$ cat src/shared/rxcke_pkg.sv
// Package: constants, register map and types for the receive edge and single-frequency block
`default_nettype none
package rxcke_pkg;
  // Channel count and bus widths
  localparam int NUM_CHANNELS = 3;
  localparam int AXI_ADDR_W = 4;
  localparam int AXI_DATA_W = 32;

  // Register byte offsets
  localparam logic [3:0] REG_CTRL_OFF = 4'h0;
  localparam logic [3:0] REG_RATE_OFF = 4'h4;
  localparam logic [3:0] REG_STATUS_OFF = 4'h8;

  // AXI responses
  localparam logic [1:0] RESP_OKAY = 2'h0;
  localparam logic [1:0] RESP_SLVERR = 2'h2;

  // Control word width and reset values of the control and rate registers
  localparam int CTRL_W = 5;
  localparam logic [4:0] CTRL_RESET = 5'h00;
  localparam logic [5:0] RATE_RESET = 6'h00;

  // Status field positions
  localparam int STAT_HOST_BIT = 0;
  localparam int STAT_EDGE_BIT = 1;
  localparam int STAT_SFM_BIT = 2;
  localparam int STAT_RXON_BIT = 3;
  localparam int STAT_MON_BIT = 4;
  localparam int STAT_SEL_LSB = 8;

  // Pin synchroniser slots
  localparam int SYN_HOST = 0;
  localparam int SYN_EDGE = 1;
  localparam int SYN_SFM = 2;
  localparam int SYN_RXON = 3;
  localparam int SYN_MON = 4;
  localparam int SYN_W = 5;
  localparam logic [4:0] SYN_RESET = 5'h00;

  // Reference frequencies in kHz, for the clock plan
  localparam int SYNTH_REF_KHZ = 12288;
  localparam int RATE_E3_KHZ = 34368;
  localparam int RATE_DS3_KHZ = 44736;
  localparam int RATE_STS1_KHZ = 51840;

  // Half period of the recovered clock output, in core cycles
  localparam int RCLK_HALF_CYCLES = 1;

  // Line rate of a channel
  typedef enum logic [1:0] {
    RXCKE_RATE_E3 = 2'b00,
    RXCKE_RATE_DS3 = 2'b01,
    RXCKE_RATE_STS1 = 2'b10,
    RXCKE_RATE_RSVD = 2'b11
  } rxcke_rate_t;

  // Clock source steered onto a channel
  typedef enum logic [1:0] {
    RXCKE_SRC_REF_A = 2'b00,
    RXCKE_SRC_REF_B = 2'b01,
    RXCKE_SRC_REF_C = 2'b10,
    RXCKE_SRC_SYNTH = 2'b11
  } rxcke_src_t;

  // Recovered clock output phase
  typedef enum logic [0:0] {
    RXCKE_PH_LOW = 1'b0,
    RXCKE_PH_HIGH = 1'b1
  } rxcke_phase_t;

  // Host-mode control word
  typedef struct packed {
    logic rx_monitor;
    logic rx_on;
    logic single_rail;
    logic sfm;
    logic edge_falling;
  } rxcke_ctrl_t;

  // Recovered bits of one channel
  typedef struct packed {
    logic pos;
    logic neg;
    logic viol;
  } rxcke_bits_t;

  // Bits as presented to the framer
  typedef struct packed {
    logic positive_data;
    logic negative_data_or_violation;
  } rxcke_out_t;
endpackage
`default_nettype wire

$ cat src/logic/rxcke_top.sv
// Receive edge select and single-frequency clock steering with AXI4-Lite registers
`timescale 1ns/1ps
`default_nettype none
// How it works
// - With edge select low in hardware mode each lane updates its data outputs as its clock rises.
// - With edge select high in hardware mode each lane updates its data outputs as its clock falls.
// - The edge select pin configures the edge only in hardware mode and is chip select in host mode.
// - One edge setting drives all three lanes alike, with no per-lane override.
// - In single-rail operation the violation output moves on the same selected edge.
// - Single-frequency enable high in hardware mode turns the synthesizer on, fed by the shared 12.288MHz input.
// - In single-frequency mode each lane gets the synthesized clock of its own configured rate.
// - The single-frequency enable reads low when left undriven, so the mode starts disabled.
// - In host mode the neighbouring pins carry serial data in and serial data out.
module rxcke_top #(
  parameter int NCH = rxcke_pkg::NUM_CHANNELS,
  parameter int HALF_CYCLES = rxcke_pkg::RCLK_HALF_CYCLES
) (
  input wire logic core_clk,
  input wire logic rst,
  // AXI4-Lite slave
  input wire logic [rxcke_pkg::AXI_ADDR_W-1:0] s_axi_awaddr,
  input wire logic s_axi_awvalid,
  output logic s_axi_awready,
  input wire logic [rxcke_pkg::AXI_DATA_W-1:0] s_axi_wdata,
  input wire logic [3:0] s_axi_wstrb,
  input wire logic s_axi_wvalid,
  output logic s_axi_wready,
  output logic [1:0] s_axi_bresp,
  output logic s_axi_bvalid,
  input wire logic s_axi_bready,
  input wire logic [rxcke_pkg::AXI_ADDR_W-1:0] s_axi_araddr,
  input wire logic s_axi_arvalid,
  output logic s_axi_arready,
  output logic [rxcke_pkg::AXI_DATA_W-1:0] s_axi_rdata,
  output logic [1:0] s_axi_rresp,
  output logic s_axi_rvalid,
  input wire logic s_axi_rready,
  // Configuration pins
  input wire logic host_mode_pin,
  input wire logic rx_edge_select,
  input wire logic single_freq_enable,
  input wire logic rx_on_pin,
  input wire logic rx_monitor_pin_in,
  output logic rx_monitor_pin_out,
  output logic rx_monitor_pin_oe,
  // Serial interface engine side
  input wire logic serial_data_out,
  output logic serial_chip_select_n,
  output logic serial_data_in,
  // Recovered bits from clock recovery
  input wire logic [NCH-1:0] rx_bit_strobe,
  input wire rxcke_pkg::rxcke_bits_t [NCH-1:0] rx_bits,
  // Toward the framer
  output logic [NCH-1:0] rx_clock_out,
  output logic [NCH-1:0] rx_positive_data,
  output logic [NCH-1:0] rx_negative_data_or_violation,
  // Clock steering
  output logic synth_enable,
  output rxcke_pkg::rxcke_src_t [NCH-1:0] clk_source_sel,
  output rxcke_pkg::rxcke_rate_t [NCH-1:0] synth_rate,
  output logic rx_on_level,
  output logic rx_monitor_level
);
  // Pin synchroniser
  logic [rxcke_pkg::SYN_W-1:0] sync_a_q, sync_b_q;
  logic [rxcke_pkg::SYN_W-1:0] pins;

  // Register file
  rxcke_pkg::rxcke_ctrl_t ctrl_q, ctrl_d;
  logic [2*NCH-1:0] rate_q, rate_d;

  // Write channel
  logic awready_q, awready_d;
  logic wready_q, wready_d;
  logic aw_have_q, aw_have_d;
  logic w_have_q, w_have_d;
  logic [rxcke_pkg::AXI_ADDR_W-1:0] waddr_q, waddr_d;
  logic [rxcke_pkg::AXI_DATA_W-1:0] wdata_q, wdata_d;
  logic [3:0] wstrb_q, wstrb_d;
  logic bvalid_q, bvalid_d;
  logic [1:0] bresp_q, bresp_d;

  // Read channel
  logic arready_q, arready_d;
  logic rvalid_q, rvalid_d;
  logic [rxcke_pkg::AXI_DATA_W-1:0] rdata_q, rdata_d;
  logic [1:0] rresp_q, rresp_d;
  logic [rxcke_pkg::AXI_DATA_W-1:0] status_word;

  // Effective configuration and steering
  logic host_mode;
  logic edge_eff_q, edge_eff_d;
  logic sfm_eff_q, sfm_eff_d;
  logic rail_q, rail_d;
  logic rx_on_q, rx_on_d;
  logic mon_q, mon_d;
  logic cs_n_q, cs_n_d;
  logic sdi_q, sdi_d;
  logic mon_out_q, mon_out_d;
  logic mon_oe_q, mon_oe_d;
  rxcke_pkg::rxcke_src_t [NCH-1:0] sel_q, sel_d;
  rxcke_pkg::rxcke_rate_t [NCH-1:0] srate_q, srate_d;

  // Two flops per pin; stage one resets low so a floating enable reads off
  always_ff @(posedge core_clk) begin
    if (rst) begin
      sync_a_q <= rxcke_pkg::SYN_RESET;
      sync_b_q <= rxcke_pkg::SYN_RESET;
    end else begin
      sync_a_q <= {rx_monitor_pin_in, rx_on_pin, single_freq_enable, rx_edge_select,
                   host_mode_pin};
      sync_b_q <= sync_a_q;
    end
  end

  assign pins = sync_b_q;
  assign host_mode = pins[rxcke_pkg::SYN_HOST];

  // AXI write path: address and data taken in either order
  always_comb begin
    awready_d = awready_q;
    wready_d = wready_q;
    aw_have_d = aw_have_q;
    w_have_d = w_have_q;
    waddr_d = waddr_q;
    wdata_d = wdata_q;
    wstrb_d = wstrb_q;
    bvalid_d = bvalid_q;
    bresp_d = bresp_q;
    ctrl_d = ctrl_q;
    rate_d = rate_q;
    if (s_axi_awvalid && awready_q) begin
      aw_have_d = 1'b1;
      waddr_d = s_axi_awaddr;
    end
    if (s_axi_wvalid && wready_q) begin
      w_have_d = 1'b1;
      wdata_d = s_axi_wdata;
      wstrb_d = s_axi_wstrb;
    end
    if (aw_have_q && w_have_q && !bvalid_q) begin
      aw_have_d = 1'b0;
      w_have_d = 1'b0;
      bvalid_d = 1'b1;
      bresp_d = rxcke_pkg::RESP_OKAY;
      if (waddr_q == rxcke_pkg::REG_CTRL_OFF) begin
        if (wstrb_q[0]) begin
          ctrl_d = rxcke_pkg::rxcke_ctrl_t'(wdata_q[rxcke_pkg::CTRL_W-1:0]);
        end
      end else if (waddr_q == rxcke_pkg::REG_RATE_OFF) begin
        if (wstrb_q[0]) begin
          rate_d = wdata_q[2*NCH-1:0];
        end
      end else if (waddr_q == rxcke_pkg::REG_STATUS_OFF) begin
        bresp_d = rxcke_pkg::RESP_OKAY;
      end else begin
        bresp_d = rxcke_pkg::RESP_SLVERR;
      end
    end
    if (bvalid_q && s_axi_bready) begin
      bvalid_d = 1'b0;
    end
    // Ready is registered, so one item per channel until the response is gone
    awready_d = !aw_have_d && !bvalid_d;
    wready_d = !w_have_d && !bvalid_d;
  end

  always_ff @(posedge core_clk) begin
    if (rst) begin
      awready_q <= 1'b0;
      wready_q <= 1'b0;
      aw_have_q <= 1'b0;
      w_have_q <= 1'b0;
      waddr_q <= '0;
      wdata_q <= '0;
      wstrb_q <= '0;
      bvalid_q <= 1'b0;
      bresp_q <= rxcke_pkg::RESP_OKAY;
      ctrl_q <= rxcke_pkg::rxcke_ctrl_t'(rxcke_pkg::CTRL_RESET);
      rate_q <= rxcke_pkg::RATE_RESET;
    end else begin
      awready_q <= awready_d;
      wready_q <= wready_d;
      aw_have_q <= aw_have_d;
      w_have_q <= w_have_d;
      waddr_q <= waddr_d;
      wdata_q <= wdata_d;
      wstrb_q <= wstrb_d;
      bvalid_q <= bvalid_d;
      bresp_q <= bresp_d;
      ctrl_q <= ctrl_d;
      rate_q <= rate_d;
    end
  end

  // Status word shows what the lanes really use
  always_comb begin
    status_word = '0;
    status_word[rxcke_pkg::STAT_HOST_BIT] = host_mode;
    status_word[rxcke_pkg::STAT_EDGE_BIT] = edge_eff_q;
    status_word[rxcke_pkg::STAT_SFM_BIT] = sfm_eff_q;
    status_word[rxcke_pkg::STAT_RXON_BIT] = rx_on_q;
    status_word[rxcke_pkg::STAT_MON_BIT] = mon_q;
    status_word[rxcke_pkg::STAT_SEL_LSB +: 2*NCH] = sel_q;
  end

  // AXI read path, one read in flight
  always_comb begin
    arready_d = arready_q;
    rvalid_d = rvalid_q;
    rdata_d = rdata_q;
    rresp_d = rresp_q;
    if (s_axi_arvalid && arready_q) begin
      arready_d = 1'b0;
      rvalid_d = 1'b1;
      rresp_d = rxcke_pkg::RESP_OKAY;
      rdata_d = '0;
      if (s_axi_araddr == rxcke_pkg::REG_CTRL_OFF) begin
        rdata_d[rxcke_pkg::CTRL_W-1:0] = ctrl_q;
      end else if (s_axi_araddr == rxcke_pkg::REG_RATE_OFF) begin
        rdata_d[2*NCH-1:0] = rate_q;
      end else if (s_axi_araddr == rxcke_pkg::REG_STATUS_OFF) begin
        rdata_d = status_word;
      end else begin
        rresp_d = rxcke_pkg::RESP_SLVERR;
      end
    end else if (rvalid_q && s_axi_rready) begin
      rvalid_d = 1'b0;
      arready_d = 1'b1;
      rdata_d = '0;
    end
  end

  always_ff @(posedge core_clk) begin
    if (rst) begin
      arready_q <= 1'b1;
      rvalid_q <= 1'b0;
      rdata_q <= '0;
      rresp_q <= rxcke_pkg::RESP_OKAY;
    end else begin
      arready_q <= arready_d;
      rvalid_q <= rvalid_d;
      rdata_q <= rdata_d;
      rresp_q <= rresp_d;
    end
  end

  // Pin or register source per mode; pins are assumed static while lanes run
  always_comb begin
    if (host_mode) begin
      edge_eff_d = ctrl_q.edge_falling;
      sfm_eff_d = ctrl_q.sfm;
      rx_on_d = ctrl_q.rx_on;
      mon_d = ctrl_q.rx_monitor;
      cs_n_d = pins[rxcke_pkg::SYN_EDGE];
      sdi_d = pins[rxcke_pkg::SYN_RXON];
      mon_out_d = serial_data_out;
      mon_oe_d = 1'b1;
    end else begin
      edge_eff_d = pins[rxcke_pkg::SYN_EDGE];
      sfm_eff_d = pins[rxcke_pkg::SYN_SFM];
      rx_on_d = pins[rxcke_pkg::SYN_RXON];
      mon_d = pins[rxcke_pkg::SYN_MON];
      cs_n_d = 1'b1;
      sdi_d = 1'b0;
      mon_out_d = 1'b0;
      mon_oe_d = 1'b0;
    end
    rail_d = ctrl_q.single_rail;
    // Each lane follows its own rate; the enable picks synthesizer or reference
    for (int i = 0; i < NCH; i++) begin
      srate_d[i] = rxcke_pkg::rxcke_rate_t'(rate_q[2*i +: 2]);
      if (sfm_eff_d) begin
        sel_d[i] = rxcke_pkg::RXCKE_SRC_SYNTH;
      end else if (srate_d[i] == rxcke_pkg::RXCKE_RATE_DS3) begin
        sel_d[i] = rxcke_pkg::RXCKE_SRC_REF_B;
      end else if (srate_d[i] == rxcke_pkg::RXCKE_RATE_STS1) begin
        sel_d[i] = rxcke_pkg::RXCKE_SRC_REF_C;
      end else begin
        sel_d[i] = rxcke_pkg::RXCKE_SRC_REF_A;
      end
    end
  end

  always_ff @(posedge core_clk) begin
    if (rst) begin
      edge_eff_q <= 1'b0;
      sfm_eff_q <= 1'b0;
      rail_q <= 1'b0;
      rx_on_q <= 1'b0;
      mon_q <= 1'b0;
      cs_n_q <= 1'b1;
      sdi_q <= 1'b0;
      mon_out_q <= 1'b0;
      mon_oe_q <= 1'b0;
      sel_q <= {NCH{rxcke_pkg::RXCKE_SRC_REF_A}};
      srate_q <= {NCH{rxcke_pkg::RXCKE_RATE_E3}};
    end else begin
      edge_eff_q <= edge_eff_d;
      sfm_eff_q <= sfm_eff_d;
      rail_q <= rail_d;
      rx_on_q <= rx_on_d;
      mon_q <= mon_d;
      cs_n_q <= cs_n_d;
      sdi_q <= sdi_d;
      mon_out_q <= mon_out_d;
      mon_oe_q <= mon_oe_d;
      sel_q <= sel_d;
      srate_q <= srate_d;
    end
  end

  // Lanes share one edge setting, no per-lane override
  generate
    for (genvar g = 0; g < NCH; g++) begin : g_lane
      rxcke_pkg::rxcke_out_t lane_bits;
      rxcke_lane #(
        .HALF_CYCLES(HALF_CYCLES)
      ) u_lane (
        .core_clk(core_clk),
        .rst(rst),
        .bit_strobe(rx_bit_strobe[g]),
        .bit_in(rx_bits[g]),
        .edge_falling(edge_eff_q),
        .single_rail(rail_q),
        .rclk_out(rx_clock_out[g]),
        .bits_out(lane_bits)
      );
      assign rx_positive_data[g] = lane_bits.positive_data;
      assign rx_negative_data_or_violation[g] = lane_bits.negative_data_or_violation;
    end
  endgenerate

  // Bus outputs straight from their flops
  assign s_axi_awready = awready_q;
  assign s_axi_wready = wready_q;
  assign s_axi_bvalid = bvalid_q;
  assign s_axi_bresp = bresp_q;
  assign s_axi_arready = arready_q;
  assign s_axi_rvalid = rvalid_q;
  assign s_axi_rdata = rdata_q;
  assign s_axi_rresp = rresp_q;

  // Pin and steering outputs straight from their flops
  assign rx_monitor_pin_out = mon_out_q;
  assign rx_monitor_pin_oe = mon_oe_q;
  assign serial_chip_select_n = cs_n_q;
  assign serial_data_in = sdi_q;
  assign synth_enable = sfm_eff_q;
  assign clk_source_sel = sel_q;
  assign synth_rate = srate_q;
  assign rx_on_level = rx_on_q;
  assign rx_monitor_level = mon_q;
endmodule
`default_nettype wire

$ cat src/logic/rxcke_lane.sv
// One receive lane: recovered clock output and edge-aligned data update
`timescale 1ns/1ps
`default_nettype none
module rxcke_lane #(
  parameter int HALF_CYCLES = rxcke_pkg::RCLK_HALF_CYCLES
) (
  input wire logic core_clk,
  input wire logic rst,
  input wire logic bit_strobe,
  input wire rxcke_pkg::rxcke_bits_t bit_in,
  input wire logic edge_falling,
  input wire logic single_rail,
  output logic rclk_out,
  output rxcke_pkg::rxcke_out_t bits_out
);
  localparam int CNT_W = (HALF_CYCLES > 1) ? $clog2(HALF_CYCLES) : 1;
  localparam logic [CNT_W-1:0] CNT_LOAD = CNT_W'(HALF_CYCLES - 1);

  rxcke_pkg::rxcke_phase_t phase_q, phase_d;
  logic [CNT_W-1:0] cnt_q, cnt_d;
  rxcke_pkg::rxcke_out_t stage_q, stage_d;
  rxcke_pkg::rxcke_out_t out_q, out_d;
  rxcke_pkg::rxcke_out_t mapped;

  // Single rail puts the violation flag on the negative pin
  always_comb begin
    mapped.positive_data = bit_in.pos;
    mapped.negative_data_or_violation = single_rail ? bit_in.viol : bit_in.neg;
  end

  // Clock phase and data update; strobes during the high phase are dropped
  always_comb begin
    phase_d = phase_q;
    cnt_d = cnt_q;
    stage_d = stage_q;
    out_d = out_q;
    case (phase_q)
      rxcke_pkg::RXCKE_PH_LOW: begin
        if (bit_strobe) begin
          phase_d = rxcke_pkg::RXCKE_PH_HIGH;
          cnt_d = CNT_LOAD;
          stage_d = mapped;
          if (!edge_falling) begin
            out_d = mapped;
          end
        end
      end
      rxcke_pkg::RXCKE_PH_HIGH: begin
        if (cnt_q == '0) begin
          phase_d = rxcke_pkg::RXCKE_PH_LOW;
          if (edge_falling) begin
            out_d = stage_q;
          end
        end else begin
          cnt_d = cnt_q - CNT_W'(1);
        end
      end
      default: begin
        phase_d = rxcke_pkg::RXCKE_PH_LOW;
      end
    endcase
  end

  always_ff @(posedge core_clk) begin
    if (rst) begin
      phase_q <= rxcke_pkg::RXCKE_PH_LOW;
      cnt_q <= '0;
      stage_q <= '0;
      out_q <= '0;
    end else begin
      phase_q <= phase_d;
      cnt_q <= cnt_d;
      stage_q <= stage_d;
      out_q <= out_d;
    end
  end

  // Clock output is the phase flop itself
  assign rclk_out = phase_q;
  assign bits_out = out_q;
endmodule
`default_nettype wire

$ cat config.mk
export PLATFORM = sky130hd
export DESIGN_NAME = rxcke_top
export DESIGN_NICKNAME = d
export VERILOG_FILES = /design/src/shared/rxcke_pkg.sv /design/src/logic/rxcke_top.sv /design/src/logic/rxcke_lane.sv
export SDC_FILE = /design/constraint.sdc
export NUM_CORES = 1
export LEC_CHECK = 0
export ABC_AREA = 1
export BUFFER_PORTS_ARGS = -buffer_cell sky130_fd_sc_hd__buf_2
export CORE_ASPECT_RATIO = 1.25
export CORE_MARGIN = 3
export CORE_UTILIZATION = 30
export CTS_CLUSTER_SIZE = 25
export DETAILED_ROUTE_END_ITERATION = 7
export RECOVER_POWER = 50
export SLEW_MARGIN = 20
export SYNTH_ARGS = -nofsm -noshare
export SYNTH_HDL_FRONTEND = slang
export SYNTH_SLANG_ARGS = --single-unit
export TNS_END_PERCENT = 20
$ cat constraint.sdc
create_clock -name core_clk -period 1.8 [get_ports core_clk]
set_input_delay 0.09 -clock core_clk [delete_from_list [all_inputs] [get_ports core_clk]]
set_output_delay 0.09 -clock core_clk [all_outputs]
set_load 0.01 [all_outputs]
Word-level counts from Yosys, hierarchy flattened

Cells that the tools add are included.

Register bits after elaboration: 114
Input bits: 69
Output and inout bits: 69
Word-level logic and storage cells: 182

Add/sub/neg operators: 3
Equal/unequal tests: 22
Muxes and demuxes: 73
Bitwise operators: 5
Reduce and logical (&&, ||, !) cells: 25

Operators with widths:

| kind                  | count |
|---|---|
| $mux W32              | 2 |
| $mux W2               | 27 |
| $mux W1               | 30 |
| $mux W27              | 1 |
| $ne A2 B2 Y1 const B  | 12 |
| $reduce_and A4 Y1     | 4 |
| $mux W14              | 1 |
| $pmux W1 S2           | 6 |
| $pmux W2 S2           | 3 |
| $logic_and A1 B1 Y1   | 9 |
| $eq A4 B3 Y1 const B  | 2 |
| $eq A4 B4 Y1 const B  | 2 |
| $logic_not A4 Y1      | 2 |
| $mux W8               | 1 |
| $eq A2 B1 Y1 const B  | 3 |
| $eq A2 B2 Y1 const B  | 3 |
| $mux W6               | 1 |
| $reduce_and A2 Y1     | 3 |
| $mux W5               | 1 |
| $not A1 Y1            | 5 |
| $logic_not A1 Y1      | 4 |
| $reduce_and A3 Y1     | 1 |
| $sub A1 B1 Y1 const B | 3 |
| $reduce_bool A2 Y1    | 1 |
| $reduce_or A2 Y1      | 1 |

Depth between registers and ports, before layout

Gate-level depths: netlist (run 1).

Word-level depth: 6
Gate-level depth with buffers: 7
Mapped depth without buffers: 7

By module

Synthesis (run 1) repeated with hierarchy kept, for this count alone.

Cells, all modules: 493
Area total of the unflattened synthesis: 3733.6 um2

Modules (own cells, without submodules):

| module     | instances | cells each | area each (um2) |
|---|---|---|---|
| rxcke_top  | 1         | 370        | 2967.8 |
| rxcke_lane | 3         | 41         | 255.2 |

Worst setup path after synthesis (run 1)

OpenSTA, ideal clock, no wires.

Path kind: flip-flop to flip-flop
Start: register bvalid_q, in the netlist s_axi_bvalid
End: register rate_q[5]
Library setup time: 0.116 ns
Arrival time: 0.911 ns
Required time: 1.684 ns
Slack: 0.773 ns
Stages on the path, launching flop included: 8
Path buffers: 0
Path through: dfxtp_1 -> inv_1 -> nand4_1 -> inv_1 -> nand2_1 -> inv_2 -> nor2_1 -> nor2_1

Cells in the longest elaborated chain, start to end: 3

RTL lines:

| what                               | RTL line         | source |
|---|---|---|
| start: declaration                 | rxcke_top.sv:80  | `logic bvalid_q, bvalid_d;` |
| start signal: assignment           | rxcke_top.sv:189 | `bvalid_q <= bvalid_d;` |
| $logic_not A1 Y1                   | rxcke_top.sv:141 | `if (aw_have_q && w_have_q && !bvalid_q) begin` |
| $logic_and A1 B1 Y1                | rxcke_top.sv:141 |  |
| $reduce_and A4 Y1 (no source line) | -                |  |
| end signal: assignment             | rxcke_top.sv:180 | `rate_q <= rxcke_pkg::RATE_RESET;` |
| end signal: assignment             | rxcke_top.sv:192 | `rate_q <= rate_d;` |
| end: declaration                   | rxcke_top.sv:70  | `logic [2*NCH-1:0] rate_q, rate_d;` |

No other way between the ends.
A chain may end at the register's enable or synchronous reset.

==> flow_metrics.py, run 1 <==
metrics = {
    "status": {
        "result_of_the_run": "completed",
    },
    "synth": {
        "yosys_register_bits": 89,
        "synth.yosys.warnings": 0,
        "synth.distinct_cells": 30,
        "synth.yosys.seq_area_share": 0.5174,
        "synth.cell_area_mm2": 0.003443,
        "postSynthCellCount": 447,
        "per_instance_average_area_after_synthesis_um2": 7.703,
    },
    "die": {
        "initial_core_util": 0.3092,
        "floorplan.die.width_um": 101.8,
        "placeableCoreArea_mm2": 0.01114,
        "floorplan.io_pins": 138,
        "fp.dieArea_mm2": 0.01281,
        "die_h_um": 125.8,
        "std_cell_rows": 43,
    },
    "placement": {
        "place.port_buffers": 86,
        "gpl.final_weighted_congestion": 0.8027,
        "place.detailed.hpwl_um": 5645,
    },
    "power_and_ir_drop": {
        "design_internal_power_mw": 3.332,
        "swShare": 0.2473,
        "p_leak_nw": 1.915,
        "power_frac_seq": 0.475,
        "p_clk_frac": 0.442,
        "total_power_mw": 4.427,
        "p_comb_frac": 0.083,
        "switchingPower_mw": 1.095,
        "peakVddDrop_uv": 392.2,
        "cellPowerDensity_mw_per_mm2": 1037,
    },
    "drt": {
        "routedWlPerCell_um": 11.07,
        "drtIter0Drc": 89,
        "detail-route-antenna-nets": 0,
        "post-route-drc-count": 0,
        "postRouteWirelength_um": 7569,
        "drt-pass1-iter-count": 4,
        "route.vias.total": 2933,
        "drt-vias-per-instance": 4.288,
    },
    "worst_setup_path": {
        "timing.critical_path.fanout_max": 21,
        "rr_worst_depth": 6,
        "worst-endpoint-required_ns": 2.01,
        "critical_path.reg2reg.startpoint": "waddr_q[0]$_SDFFE_PP0P_",
        "worstSetupPathType": "in2reg",
        "start_kind": "input port",
        "terminus_of_the_critical_flop_to_flop_path": "rate_q[5]$_SDFFE_PP0P_",
        "crit_path_end": "g_lane[1].u_lane.stage_q[0]$_SDFFE_PP0P_",
        "cp-startpoint": "rst",
        "cp.arrival_ns": 1.56,
        "regToRegSetupSlack_ns": 0.63,
        "critical_path.endpoint_type": "register",
    },
    "global_route": {
        "grt_util_all_layers": 0.1216,
        "grt_start_max_net_pins": 27,
        "global_route_wire_length_before_repair_um": 12500,
        "grt_pass1_vias": 2778,
        "grt_antenna_before_repair": 0,
        "grt.overflow.total": 0,
    },
    "sta": {
        "hold_viol": 0,
        "max_slew_headroom": 0.3056,
        "final_period_minus_worst_setup_slack_ns": 1.351,
        "final-max-slew-violation-count": 0,
        "final.setup.tns_ns": 0,
        "period_share": 0.7505,
        "max_freq_mhz": 740.2,
        "finalSetupViolations": 0,
        "grt_setup_unrepaired": "false",
        "clock_skew_ns": 0.006870,
        "worstMarginPinSlew_ns": 1.042,
    },
    "clock_tree": {
        "setup_fix_buffers_added_after_clock_tree_synthesis": 0,
        "clock_tree.root_cell": "sky130_fd_sc_hd__clkbuf_16",
        "ctsHtreeMaxLevel": 3,
        "cts_buffer_depth": 2,
        "clock_insertion_delay_worst_skew_ns": 0.34,
        "numClockSinks": 89,
        "clock_pin_slew_reported_for_the_worst_setup_and_hold_paths_after_clock_tree_synthesis_ns": 0.06,
        "cts_buffers": 9,
        "clock_tree_from_tritoncts": "yes",
    },
    "layout": {
        "finish.net_count": 613,
        "area_delta_synth_final_pct": 24.02,
        "post_route_cells_drive_above_1_share": 0.1439,
        "antenna_diodes": 0,
    },
    "run": {
        "maxCapViolCount": 0,
    },
    "worst_hold_path": {
        "timing.hold.worst.class": "in2reg",
    },
}
-- sequential cells by signal, indices dropped and copies added, names as in the netlist, 3 cells and up --
name / count
s_axi_rdata: 12
g_lane.u_lane.rclk_out: 3
pins: 5
rate_q: 6
ctrl_q: 4
g_lane.u_lane.stage_q: 6
g_lane.u_lane.bits_out: 6
sync_a_q: 5
waddr_q: 4
synth_rate: 6
wdata_q: 6
clk_source_sel: 6
-- logic make-up after synthesis --
kind of cell | Yosys count | share of synthesized area
AND/OR/NAND/NOR | 198 | 0.2420
flip-flops | 89 | 0.5174
buffers and inverters | 88 | 0.1319
AO/OA/AOI/OAI | 70 | 0.1047
multiplexers | 1 | 0.002907
other | 1 | 0.001089
-- power by group through the flow --
stage               combinational [mW]  clock, mW  sequential, mW
floorplan                        0.265          0            2.15
global placement                 0.358          0            2.14
detailed placement               0.363          0            2.15
CTS                              0.384       2.02            2.10
global route                     0.427       2.09            2.11
finish                           0.369       1.96            2.10
-- critical path, stage by stage --
cell and delay, ns:
sky130_fd_sc_hd__buf_2 0.25, sky130_fd_sc_hd__clkbuf_1 0.81, sky130_fd_sc_hd__nor2_1 0.18, sky130_fd_sc_hd__a21oi_1 0.17, sky130_fd_sc_hd__a31oi_1 0.06
-- Yosys cell counts --
library cell	number	share of area
sky130_fd_sc_hd__a21oi_1	22	0.032
sky130_fd_sc_hd__a21oi_2	1	0.0025
sky130_fd_sc_hd__a31oi_1	3	0.0055
sky130_fd_sc_hd__and3_1	1	0.0018
sky130_fd_sc_hd__buf_1	2	0.0022
sky130_fd_sc_hd__buf_2	5	0.0073
sky130_fd_sc_hd__buf_4	26	0.057
sky130_fd_sc_hd__buf_6	2	0.0065
sky130_fd_sc_hd__clkbuf_1	2	0.0022
sky130_fd_sc_hd__clkinv_1	1	0.0011
sky130_fd_sc_hd__conb_1	1	0.0011
sky130_fd_sc_hd__dfxtp_1	89	0.52
sky130_fd_sc_hd__inv_1	41	0.045
sky130_fd_sc_hd__inv_2	8	0.0087
sky130_fd_sc_hd__inv_6	1	0.0025
sky130_fd_sc_hd__mux2i_1	1	0.0029
sky130_fd_sc_hd__nand2_1	75	0.082
sky130_fd_sc_hd__nand2_2	1	0.0018
sky130_fd_sc_hd__nand3_1	21	0.031
sky130_fd_sc_hd__nand4_1	7	0.013
sky130_fd_sc_hd__nor2_1	84	0.092
sky130_fd_sc_hd__nor2_2	2	0.0036
sky130_fd_sc_hd__nor2_4	2	0.0065
sky130_fd_sc_hd__nor3_1	1	0.0015
sky130_fd_sc_hd__nor3_4	1	0.0047
sky130_fd_sc_hd__o21ai_0	36	0.052
sky130_fd_sc_hd__o21ai_1	7	0.010
sky130_fd_sc_hd__o31ai_1	1	0.0022
sky130_fd_sc_hd__or2_1	2	0.0036
sky130_fd_sc_hd__or2_2	1	0.0018
-- metrics by stage --
| step | hold WS [ns] | util | setup slack, ns | area (um2) | std cells |
|---|---|---|---|---|---|
| 4_1_cts | 0.01802 | 0.3888 | 0.6195 | 4330 | 684 |
| 3_3_place_gp | 0.2958 | 0.3496 | 0.6132 | 3894 | 656 |
| 5_1_grt | 0.04131 | 0.3834 | 0.2348 | 4270 | 684 |
| 3_5_place_dp | 0.3028 | 0.3496 | 0.5729 | 3894 | 656 |
| 2_1_floorplan | 0.1931 | - | 0.7734 | 3522 | 468 |
| 6_report | 0.02457 | 0.3834 | 0.4491 | 4270 | 684 |
-- final cells by class --
cell class	instances	area, um2
repair buffers	102	520.5
clock inverters	6	77.57
clock buffers	10	239.0
well taps	135	168.9
fillers	1196	6867
inverters	51	196.4
multi-input cells	291	1286
flip-flops and latches	89	1782
-- per-layer routing --
metal / track usage / vias to the layer above / part of all wire
met5: 0 / - / 0
met4: 0.05405 / 0 / 0.017
met3: 0.02992 / 12 / 0.047
met2: 0.2049 / 75 / 0.49
met1: 0.1448 / 1293 / 0.45
li1: - / 1553 / -
-- worst min-delay path by stage --
| stage | from | endpoint | cells past startpoint |
|---|---|---|---|
| after floorplan | rx_bits[2] | g_lane[0].u_lane.stage_q[1]$_SDFFE_PP0P_ | 2 |
| after global placement | rx_edge_select | sync_a_q[1]$_SDFF_PP0_ | 3 |
| after detailed placement | rx_bits[2] | g_lane[0].u_lane.stage_q[1]$_SDFFE_PP0P_ | 3 |
| after CTS | s_axi_wstrb[0] | wstrb_q[0]$_SDFFE_PP0P_ | 3 |
| after global routing | s_axi_awaddr[3] | waddr_q[3]$_SDFFE_PP0P_ | 3 |
| final | s_axi_wstrb[0] | wstrb_q[0]$_SDFFE_PP0P_ | 3 |
-- layout by cell type (no fill, tap or decap) --
| cell | instances |
|---|---|
| sky130_fd_sc_hd__a21oi_1 | 22 |
| sky130_fd_sc_hd__a21oi_2 | 1 |
| sky130_fd_sc_hd__a31oi_1 | 3 |
| sky130_fd_sc_hd__and3_1 | 1 |
| sky130_fd_sc_hd__buf_2 | 47 |
| sky130_fd_sc_hd__buf_4 | 1 |
| sky130_fd_sc_hd__bufinv_16 | 1 |
| sky130_fd_sc_hd__clkbuf_1 | 42 |
| sky130_fd_sc_hd__clkbuf_16 | 9 |
| sky130_fd_sc_hd__clkbuf_8 | 1 |
| sky130_fd_sc_hd__clkinv_1 | 1 |
| sky130_fd_sc_hd__clkinvlp_4 | 1 |
| sky130_fd_sc_hd__conb_1 | 22 |
| sky130_fd_sc_hd__dfxtp_1 | 89 |
| sky130_fd_sc_hd__dlygate4sd3_1 | 12 |
| sky130_fd_sc_hd__inv_1 | 43 |
| sky130_fd_sc_hd__inv_2 | 6 |
| sky130_fd_sc_hd__inv_6 | 3 |
| sky130_fd_sc_hd__inv_8 | 2 |
| sky130_fd_sc_hd__mux2i_1 | 1 |
| sky130_fd_sc_hd__nand2_1 | 75 |
| sky130_fd_sc_hd__nand2_2 | 1 |
| sky130_fd_sc_hd__nand3_1 | 21 |
| sky130_fd_sc_hd__nand4_1 | 7 |
| sky130_fd_sc_hd__nor2_1 | 84 |
| sky130_fd_sc_hd__nor2_2 | 2 |
| sky130_fd_sc_hd__nor2_4 | 2 |
| sky130_fd_sc_hd__nor3_1 | 1 |
| sky130_fd_sc_hd__nor3_4 | 1 |
| sky130_fd_sc_hd__o21ai_0 | 36 |
| sky130_fd_sc_hd__o21ai_1 | 7 |
| sky130_fd_sc_hd__o31ai_1 | 1 |
| sky130_fd_sc_hd__or2_1 | 2 |
| sky130_fd_sc_hd__or2_2 | 1 |
-- what timing repair did --
item / CTS / global route
hold buffers: 12 / 0
gates resized for setup: 0 / 0
hold endpoints to repair: 12 / 0
No activity file was read; power rests on OpenSTA's default activity.
==> run 2: changes to the inputs <==
--- a/config.mk
+++ b/config.mk
@@ -5,7 +5,7 @@
 export SDC_FILE = /design/constraint.sdc
 export NUM_CORES = 1
 export LEC_CHECK = 0
-export ABC_AREA = 1
+export ABC_AREA = 0
 export BUFFER_PORTS_ARGS = -buffer_cell sky130_fd_sc_hd__buf_2
 export CORE_ASPECT_RATIO = 1.25
 export CORE_MARGIN = 3
==> constraint.sdc (replaced) <==
create_clock -name core_clk -period 1.1 [get_ports core_clk]
set_input_delay 0.055 -clock core_clk [delete_from_list [all_inputs] [get_ports core_clk]]
set_output_delay 0.055 -clock core_clk [all_outputs]
set_load 0.01 [all_outputs]
==> run 2 against run 1 <==
  * Non-clock buffer count increased by 28
  * Area after synthesis grew 0.22%
  * Clock-buffer cell count unchanged
  * Worst setup slack worse by 0.58 ns
  * Critical endpoint is now rail_d$_SDFFE_PP0P_
  * Die area increased by 0.20%
  * Critical path depth shrank 1
  * Sequential cell count is the same
  * Clock skew is 0.0014 ns higher
  * Synthesized cell count is 21% lower
  * The flow now finishes with violations (negative setup slack)
  * Final cell count is 10% lower
  * Clock power increased by 54%
==> flow_metrics.py, run 2 <==
metrics = {
    "layout": {
        "final_design_area_no_fill_mm2": 0.004576,
        "utilization": 0.4089,
        "final_common_cell": "sky130_fd_sc_hd__dfxtp_1",
        "area_delta_synth_final_pct": 32.60,
        "finish.net_count": 542,
        "layout_common_cells": "sky130_fd_sc_hd__dfxtp_1, sky130_fd_sc_hd__buf_2, sky130_fd_sc_hd__clkbuf_1",
        "antenna_diodes": 0,
        "post_route_cells_drive_above_1_share": 0.2552,
        "largest_register_ff_count": 12,
    },
    "worst_setup_path": {
        "worst-endpoint-required_ns": 1.36,
        "worstSetupPathType": "reg2reg",
        "critical_path.reg2reg.startpoint": "waddr_q[3]$_SDFFE_PP0P_",
        "critical-path-top-delay-family": "simple AND/OR/NAND/NOR gates",
        "critPathBufInv": 1,
        "path_cells": "nor4b_4 > nor3b_4 > buf_6 > mux2i_1",
        "cp_slowest_stage_delay_ns": 0.34,
        "start_kind": "register",
        "critical_path.endpoint_type": "register",
        "cpMaxStageDelayCell": "sky130_fd_sc_hd__dfxtp_2",
        "rr_worst_depth": 4,
        "timing.critical_path.fanout_max": 5,
        "cp.arrival_ns": 1.49,
        "critical_path_cell_count": 4,
        "regToRegSetupSlack_ns": -0.13,
        "terminus_of_the_critical_flop_to_flop_path": "rail_d$_SDFFE_PP0P_",
    },
    "sta": {
        "finalSetupViolations": 12,
        "grt_setup_unrepaired": "true",
        "clock_skew_ns": 0.008239,
        "hold_viol": 0,
        "worstMarginPinSlew_ns": 0.6852,
        "period_share": 1.121,
        "max_freq_mhz": 810.8,
        "max_slew_headroom": 0.5432,
        "final_period_minus_worst_setup_slack_ns": 1.233,
        "final.setup.tns_ns": -1.071,
        "final_critical_path_setup_slack_ns": -0.1333,
        "final-max-slew-violation-count": 0,
    },
    "global_route": {
        "grt_start_max_net_pins": 25,
        "global_route_wire_length_before_repair_um": 12260,
        "grt.overflow.total": 0,
        "grt_antenna_before_repair": 0,
        "grt_util_all_layers": 0.1204,
        "grt_pass1_vias": 2669,
    },
    "clock_tree": {
        "clock_tree.root_cell": "sky130_fd_sc_hd__clkbuf_16",
        "cts_buffer_depth": 2,
        "clock_tree_from_tritoncts": "yes",
        "numClockSinks": 89,
        "cts_buffers": 9,
        "ctsHtreeMaxLevel": 3,
        "clock_pin_slew_reported_for_the_worst_setup_and_hold_paths_after_clock_tree_synthesis_ns": 0.06,
        "clock_insertion_delay_worst_skew_ns": 0.33,
    },
    "placement": {
        "place.port_buffers": 86,
        "gpl.final_weighted_congestion": 0.7646,
        "place.detailed.hpwl_um": 5775,
        "placed_cell_area_mm2": 0.004099,
    },
    "synth": {
        "synth.yosys.seq_area_share": 0.5163,
        "synth_top_cells_by_count": "sky130_fd_sc_hd__dfxtp_1, sky130_fd_sc_hd__nand2b_1, sky130_fd_sc_hd__buf_4",
        "yosys_register_bits": 89,
        "per_instance_average_area_after_synthesis_um2": 9.803,
        "synth_xor_area_frac": 0,
        "post_synth_top_area_cell": "sky130_fd_sc_hd__dfxtp_1",
        "synth_top_family_by_area": "simple AND/OR/NAND/NOR gates",
        "synth-async-reset-ratio": 0,
        "synth_ff_type": "sky130_fd_sc_hd__dfxtp_1",
        "synth.yosys.warnings": 0,
        "postSynthCellCount": 352,
        "synth.cell_area_mm2": 0.003451,
        "synth.distinct_cells": 38,
        "synth_simple_gate_area_share": 0.2063,
        "post-synth-top-count-cell": "sky130_fd_sc_hd__dfxtp_1",
        "post_synth_adder_cell_area": 0,
        "synth_top_area_frac": 0.5163,
        "synth_compound_area_frac": 0.1128,
        "synth-edff-count": 0,
        "multiplexer_area_fraction_after_synthesis": 0.07070,
        "synthTopCellsByArea": "sky130_fd_sc_hd__dfxtp_1, sky130_fd_sc_hd__mux2i_1, sky130_fd_sc_hd__buf_4",
    },
    "status": {
        "result_of_the_run": "finished, violations left",
        "violated_checks": "negative setup slack",
    },
    "power_and_ir_drop": {
        "cellPowerDensity_mw_per_mm2": 1544,
        "p_leak_nw": 1.970,
        "peakVddDrop_uv": 608.5,
        "total_power_mw": 7.063,
    },
    "drt": {
        "post-route-drc-count": 0,
        "route.vias.total": 2766,
        "drt-vias-per-instance": 4.512,
        "postRouteWirelength_um": 7623,
        "detail-route-antenna-nets": 0,
        "drtIter0Drc": 118,
        "drt-pass1-iter-count": 4,
        "routedWlPerCell_um": 12.44,
    },
    "die": {
        "die_h_um": 125.9,
        "floorplan.io_pins": 138,
        "fp.dieArea_mm2": 0.01283,
        "std_cell_rows": 43,
        "initial_core_util": 0.3084,
        "floorplan.die.width_um": 101.9,
        "placeableCoreArea_mm2": 0.01119,
    },
    "run": {
        "maxCapViolCount": 0,
    },
    "worst_hold_path": {
        "timing.hold.worst.class": "in2reg",
        "min_to": "g_lane[1].u_lane.rclk_out$_SDFF_PP0_",
        "worst_hold_path.num_cells": 3,
        "hp-start": "rx_bit_strobe[1]",
    },
}
==> run 2: layer usage <==
metal / vias to the layer above / share of wire / routed length [um] / global-route usage
li1: 1408 / - / - / -
met1: 1263 / 0.44 / 3367 / 0.1438
met4: 0 / 0.028 / 214 / 0.06564
met5: - / 0 / 0 / 0
met3: 14 / 0.056 / 430 / 0.02548
met2: 81 / 0.47 / 3611 / 0.1992
==> run 2: final cells by class <==
class,count,area (um2)
flip-flops and latches,89,1793
multi-input cells,225,1471
clock inverters,6,66.31
inverters,18,67.56
fillers,1156,6615
repair buffers,130,779.5
well taps,135,168.9
clock buffers,10,229.0
==> run 2: worst max path at each step <==
| stage | from | endpoint | slack, ns |
|---|---|---|---|
| 4_1_cts | waddr_q[3]$_SDFFE_PP0P_ | rail_d$_SDFFE_PP0P_ | -0.15 |
| 3_5_place_dp | waddr_q[1]$_SDFFE_PP0P_ | rail_d$_SDFFE_PP0P_ | -0.21 |
| 6_report | waddr_q[3]$_SDFFE_PP0P_ | rail_d$_SDFFE_PP0P_ | -0.13 |
| 5_1_grt | waddr_q[3]$_SDFFE_PP0P_ | rail_d$_SDFFE_PP0P_ | -0.23 |
| 3_3_place_gp | waddr_q[1]$_SDFFE_PP0P_ | rail_d$_SDFFE_PP0P_ | -0.16 |
| 2_1_floorplan | waddr_q[1]$_SDFFE_PP0P_ | ctrl_q[0]$_SDFFE_PP0P_ | -0.14 |
==> run 2: cell families after synthesis <==
logic type             after synthesis
buffers and inverters               59
DFF                                 89
other                                1
muxes                               24
and+or+nand+nor                    121
AOI/OAI and AO/OA                   58
==> run 2: metrics by stage <==
stage	instances	hold slack, ns	worst slack (ns)
finish	613	0.003915	-0.1333
global route	613	0.007595	-0.2269
CTS	613	0.01461	-0.1461
detailed placement	579	0.2744	-0.2106
global placement	579	0.2534	-0.1562
floorplan	373	0.1528	-0.1353
==> run 2: repair_timing <==
item	in CTS	in global routing
hold endpoints to repair	17	0
hold buffers	17	0
setup buffers	1	0
resized for setup	6	14
setup endpoints to repair	22	41
pin swaps	3	1
cloned	0	0
==> run 2: report_power, final <==
group          switching [mW]  total, mW  internal (mW)
registers              0.0770       3.41           3.33
logic                   0.321      0.643          0.323
clock network            1.24       3.01           1.77
total                    1.63       7.06           5.43
==> run 2: worst reg2reg max path, stage by stage, from the launching register on <==
cell and delay (ns):
sky130_fd_sc_hd__dfxtp_2 0.34, sky130_fd_sc_hd__nor4b_4 0.28, sky130_fd_sc_hd__nor3b_4 0.22, sky130_fd_sc_hd__buf_6 0.15, sky130_fd_sc_hd__mux2i_1 0.18
==> run 3: changes to the inputs <==
--- a/config.mk
+++ b/config.mk
@@ -8,11 +8,11 @@
 export ABC_AREA = 0
 export BUFFER_PORTS_ARGS = -buffer_cell sky130_fd_sc_hd__buf_2
 export CORE_ASPECT_RATIO = 1.25
-export CORE_MARGIN = 3
 export CORE_UTILIZATION = 30
 export CTS_CLUSTER_SIZE = 25
 export DETAILED_ROUTE_END_ITERATION = 7
-export RECOVER_POWER = 50
+export PLACE_DENSITY = 0.58
+export RECOVER_POWER = 25
 export SLEW_MARGIN = 20
 export SYNTH_ARGS = -nofsm -noshare
 export SYNTH_HDL_FRONTEND = slang
==> run 3 against run 2 <==
  * The flow finishes with violations (design-rule violations, negative setup slack)
  * Clock-buffer cell count shrank 1
  * Routed wire length shrank 2.8%
  * Power grew 2.9%
  * Worst setup slack lost 0.014 ns
  * Non-clock buffer count is the same
  * Critical path type unchanged
  * Final cell count is the same
  * Final area grew 1.4%
  * Largest cell class unchanged
  * Highest routed layer unchanged
==> flow_metrics.py, run 3 (synthesis gave the netlist of run 2 again) <==
metrics = {
    "status": {
        "result_of_the_run": "finished, violations left",
        "violated_checks": "design-rule violations, negative setup slack",
    },
    "clock_tree": {
        "clock_pin_slew_reported_for_the_worst_setup_and_hold_paths_after_clock_tree_synthesis_ns": 0.06,
        "clock_insertion_delay_worst_skew_ns": 0.33,
        "ctsHtreeMaxLevel": 3,
        "clock_tree_from_tritoncts": "yes",
        "numClockSinks": 89,
        "cts_buffer_depth": 2,
        "cts_buffers": 9,
        "clock_tree.root_cell": "sky130_fd_sc_hd__clkbuf_16",
    },
    "drt": {
        "postRouteWirelength_um": 7407,
        "routedWlPerCell_um": 12.08,
        "drtIter0Drc": 88,
        "drt-vias-per-instance": 4.507,
        "route.vias.total": 2763,
        "post-route-drc-count": 9,
        "drt-pass1-iter-count": 6,
        "detail-route-antenna-nets": 0,
    },
    "die": {
        "initial_core_util": 0.3099,
        "die_h_um": 121.9,
        "placeableCoreArea_mm2": 0.01114,
        "std_cell_rows": 43,
        "fp.dieArea_mm2": 0.01194,
        "floorplan.io_pins": 138,
        "floorplan.die.width_um": 97.93,
    },
    "layout": {
        "largest_register_ff_count": 12,
        "finish.net_count": 542,
        "layout_common_cells": "sky130_fd_sc_hd__dfxtp_1, sky130_fd_sc_hd__buf_2, sky130_fd_sc_hd__nand2b_1",
        "post_route_cells_drive_above_1_share": 0.3013,
        "antenna_diodes": 0,
        "area_delta_synth_final_pct": 34.45,
        "final_design_area_no_fill_mm2": 0.004639,
        "final_common_cell": "sky130_fd_sc_hd__dfxtp_1",
    },
    "power_and_ir_drop": {
        "peakVddDrop_uv": 712.6,
        "p_leak_nw": 2.080,
        "total_power_mw": 7.271,
        "cellPowerDensity_mw_per_mm2": 1567,
    },
    "worst_setup_path": {
        "timing.critical_path.fanout_max": 5,
        "terminus_of_the_critical_flop_to_flop_path": "ctrl_q[1]$_SDFFE_PP0P_",
        "start_kind": "register",
        "critical_path.endpoint_type": "register",
        "rr_worst_depth": 4,
        "worstSetupPathType": "reg2reg",
        "worst-endpoint-required_ns": 1.36,
        "regToRegSetupSlack_ns": -0.15,
        "critical_path.reg2reg.startpoint": "waddr_q[1]$_SDFFE_PP0P_",
        "cp.arrival_ns": 1.50,
    },
    "sta": {
        "final_period_minus_worst_setup_slack_ns": 1.247,
        "finalSetupViolations": 22,
        "grt_setup_unrepaired": "true",
        "final-max-slew-violation-count": 0,
        "final_critical_path_setup_slack_ns": -0.1473,
        "clock_skew_ns": 0.007668,
        "max_freq_mhz": 801.7,
        "whs_ns": 0.004086,
        "hold_viol": 0,
        "period_share": 1.134,
    },
    "global_route": {
        "global_route_wire_length_before_repair_um": 12380,
        "grt.overflow.total": 0,
        "grt_util_all_layers": 0.1311,
        "grt_pass1_vias": 2617,
        "grt_antenna_before_repair": 0,
        "grt_start_max_net_pins": 27,
    },
    "worst_hold_path": {
        "worst_hold_path.num_cells": 3,
        "hp-start": "s_axi_awaddr[0]",
        "min_to": "waddr_q[0]$_SDFFE_PP0P_",
        "timing.hold.worst.class": "in2reg",
    },
    "placement": {
        "gpl.final_weighted_congestion": 0.7038,
        "place.port_buffers": 86,
        "placed_cell_area_mm2": 0.004106,
        "place.detailed.hpwl_um": 5589,
    },
    "run": {
        "maxCapViolCount": 0,
    },
}
run 3: cell types whose count changed in the layout (fill, tap and decap cells not counted), sizes merged:
cell | previous run | this run
inv | 20 | 19
dlygate4sd3 | 17 | 16
clkinv | 3 | 2
clkinvlp | 0 | 2
buf | 81 | 108
clkbuf | 42 | 15
bufinv | 1 | 2
run 3: timing repair:
action	4_1_cts	5_1_grt
setup buffers	1	0
resized for setup	6	14
endpoints found under the hold margin	16	0
pin swaps	1	1
endpoints found under the setup margin	22	38
hold buffers	16	0
run 3: worst max path at each step:
stage / from / to / slack [ns] / cells past startpoint
after floorplan: waddr_q[1]$_SDFFE_PP0P_ / ctrl_q[0]$_SDFFE_PP0P_ / -0.14 / 3
after global placement: waddr_q[1]$_SDFFE_PP0P_ / rail_d$_SDFFE_PP0P_ / -0.14 / 3
after detailed placement: waddr_q[1]$_SDFFE_PP0P_ / ctrl_q[1]$_SDFFE_PP0P_ / -0.21 / 3
after CTS: waddr_q[3]$_SDFFE_PP0P_ / ctrl_q[1]$_SDFFE_PP0P_ / -0.15 / 4
after global routing: waddr_q[1]$_SDFFE_PP0P_ / ctrl_q[1]$_SDFFE_PP0P_ / -0.28 / 4
final: waddr_q[1]$_SDFFE_PP0P_ / ctrl_q[1]$_SDFFE_PP0P_ / -0.15 / 4
run 3: routing by layer:
| metal | track usage | vias up | routed length (um) |
|---|---|---|---|
| met5 | 0 | - | 0 |
| met4 | 0.05398 | 0 | 146 |
| met3 | 0.03557 | 13 | 368 |
| met2 | 0.2223 | 67 | 3692 |
| met1 | 0.1567 | 1278 | 3200 |
| li1 | - | 1405 | - |
run 3: area by class of cell:
cell class / count / area (um2)
Fill cell: 1120 / 6497
Clock inverter: 7 / 93.84
Sequential cell: 89 / 1793
Multi-Input combinational cell: 225 / 1465
Inverter: 18 / 67.56
Tap cell: 135 / 168.9
Timing Repair Buffer: 130 / 825.8
Clock buffer: 9 / 225.2
run 3: critical path, cell delays in order (launching register included):
cell                      delay (ns)
sky130_fd_sc_hd__dfxtp_2        0.33
sky130_fd_sc_hd__nor4b_4        0.28
sky130_fd_sc_hd__nor3b_4        0.23
sky130_fd_sc_hd__buf_6          0.15
sky130_fd_sc_hd__mux2i_1        0.19
run 3: power by group:
| group | switching, mW | total (mW) | internal, mW | leakage, nW |
|---|---|---|---|---|
| Combinational | 0.324 | 0.658 | 0.334 | 1.20 |
| Clock | 1.22 | 3.20 | 1.99 | 0.152 |
| Sequential | 0.0741 | 3.41 | 3.33 | 0.729 |
| Total | 1.61 | 7.27 | 5.66 | 2.08 |
run 3: through the flow:
| stage | utilization | setup TNS (ns) | worst slack [ns] | instances |
|---|---|---|---|---|
| after global routing | 0.4166 | -3.461 | -0.2777 | 613 |
| after floorplan | - | -1.645 | -0.1353 | 373 |
| final | 0.4166 | -1.385 | -0.1473 | 613 |
| after detailed placement | 0.3687 | -1.917 | -0.2101 | 580 |
| after CTS | 0.4142 | -1.321 | -0.1526 | 613 |
| after global placement | 0.3687 | -1.478 | -0.1445 | 580 |
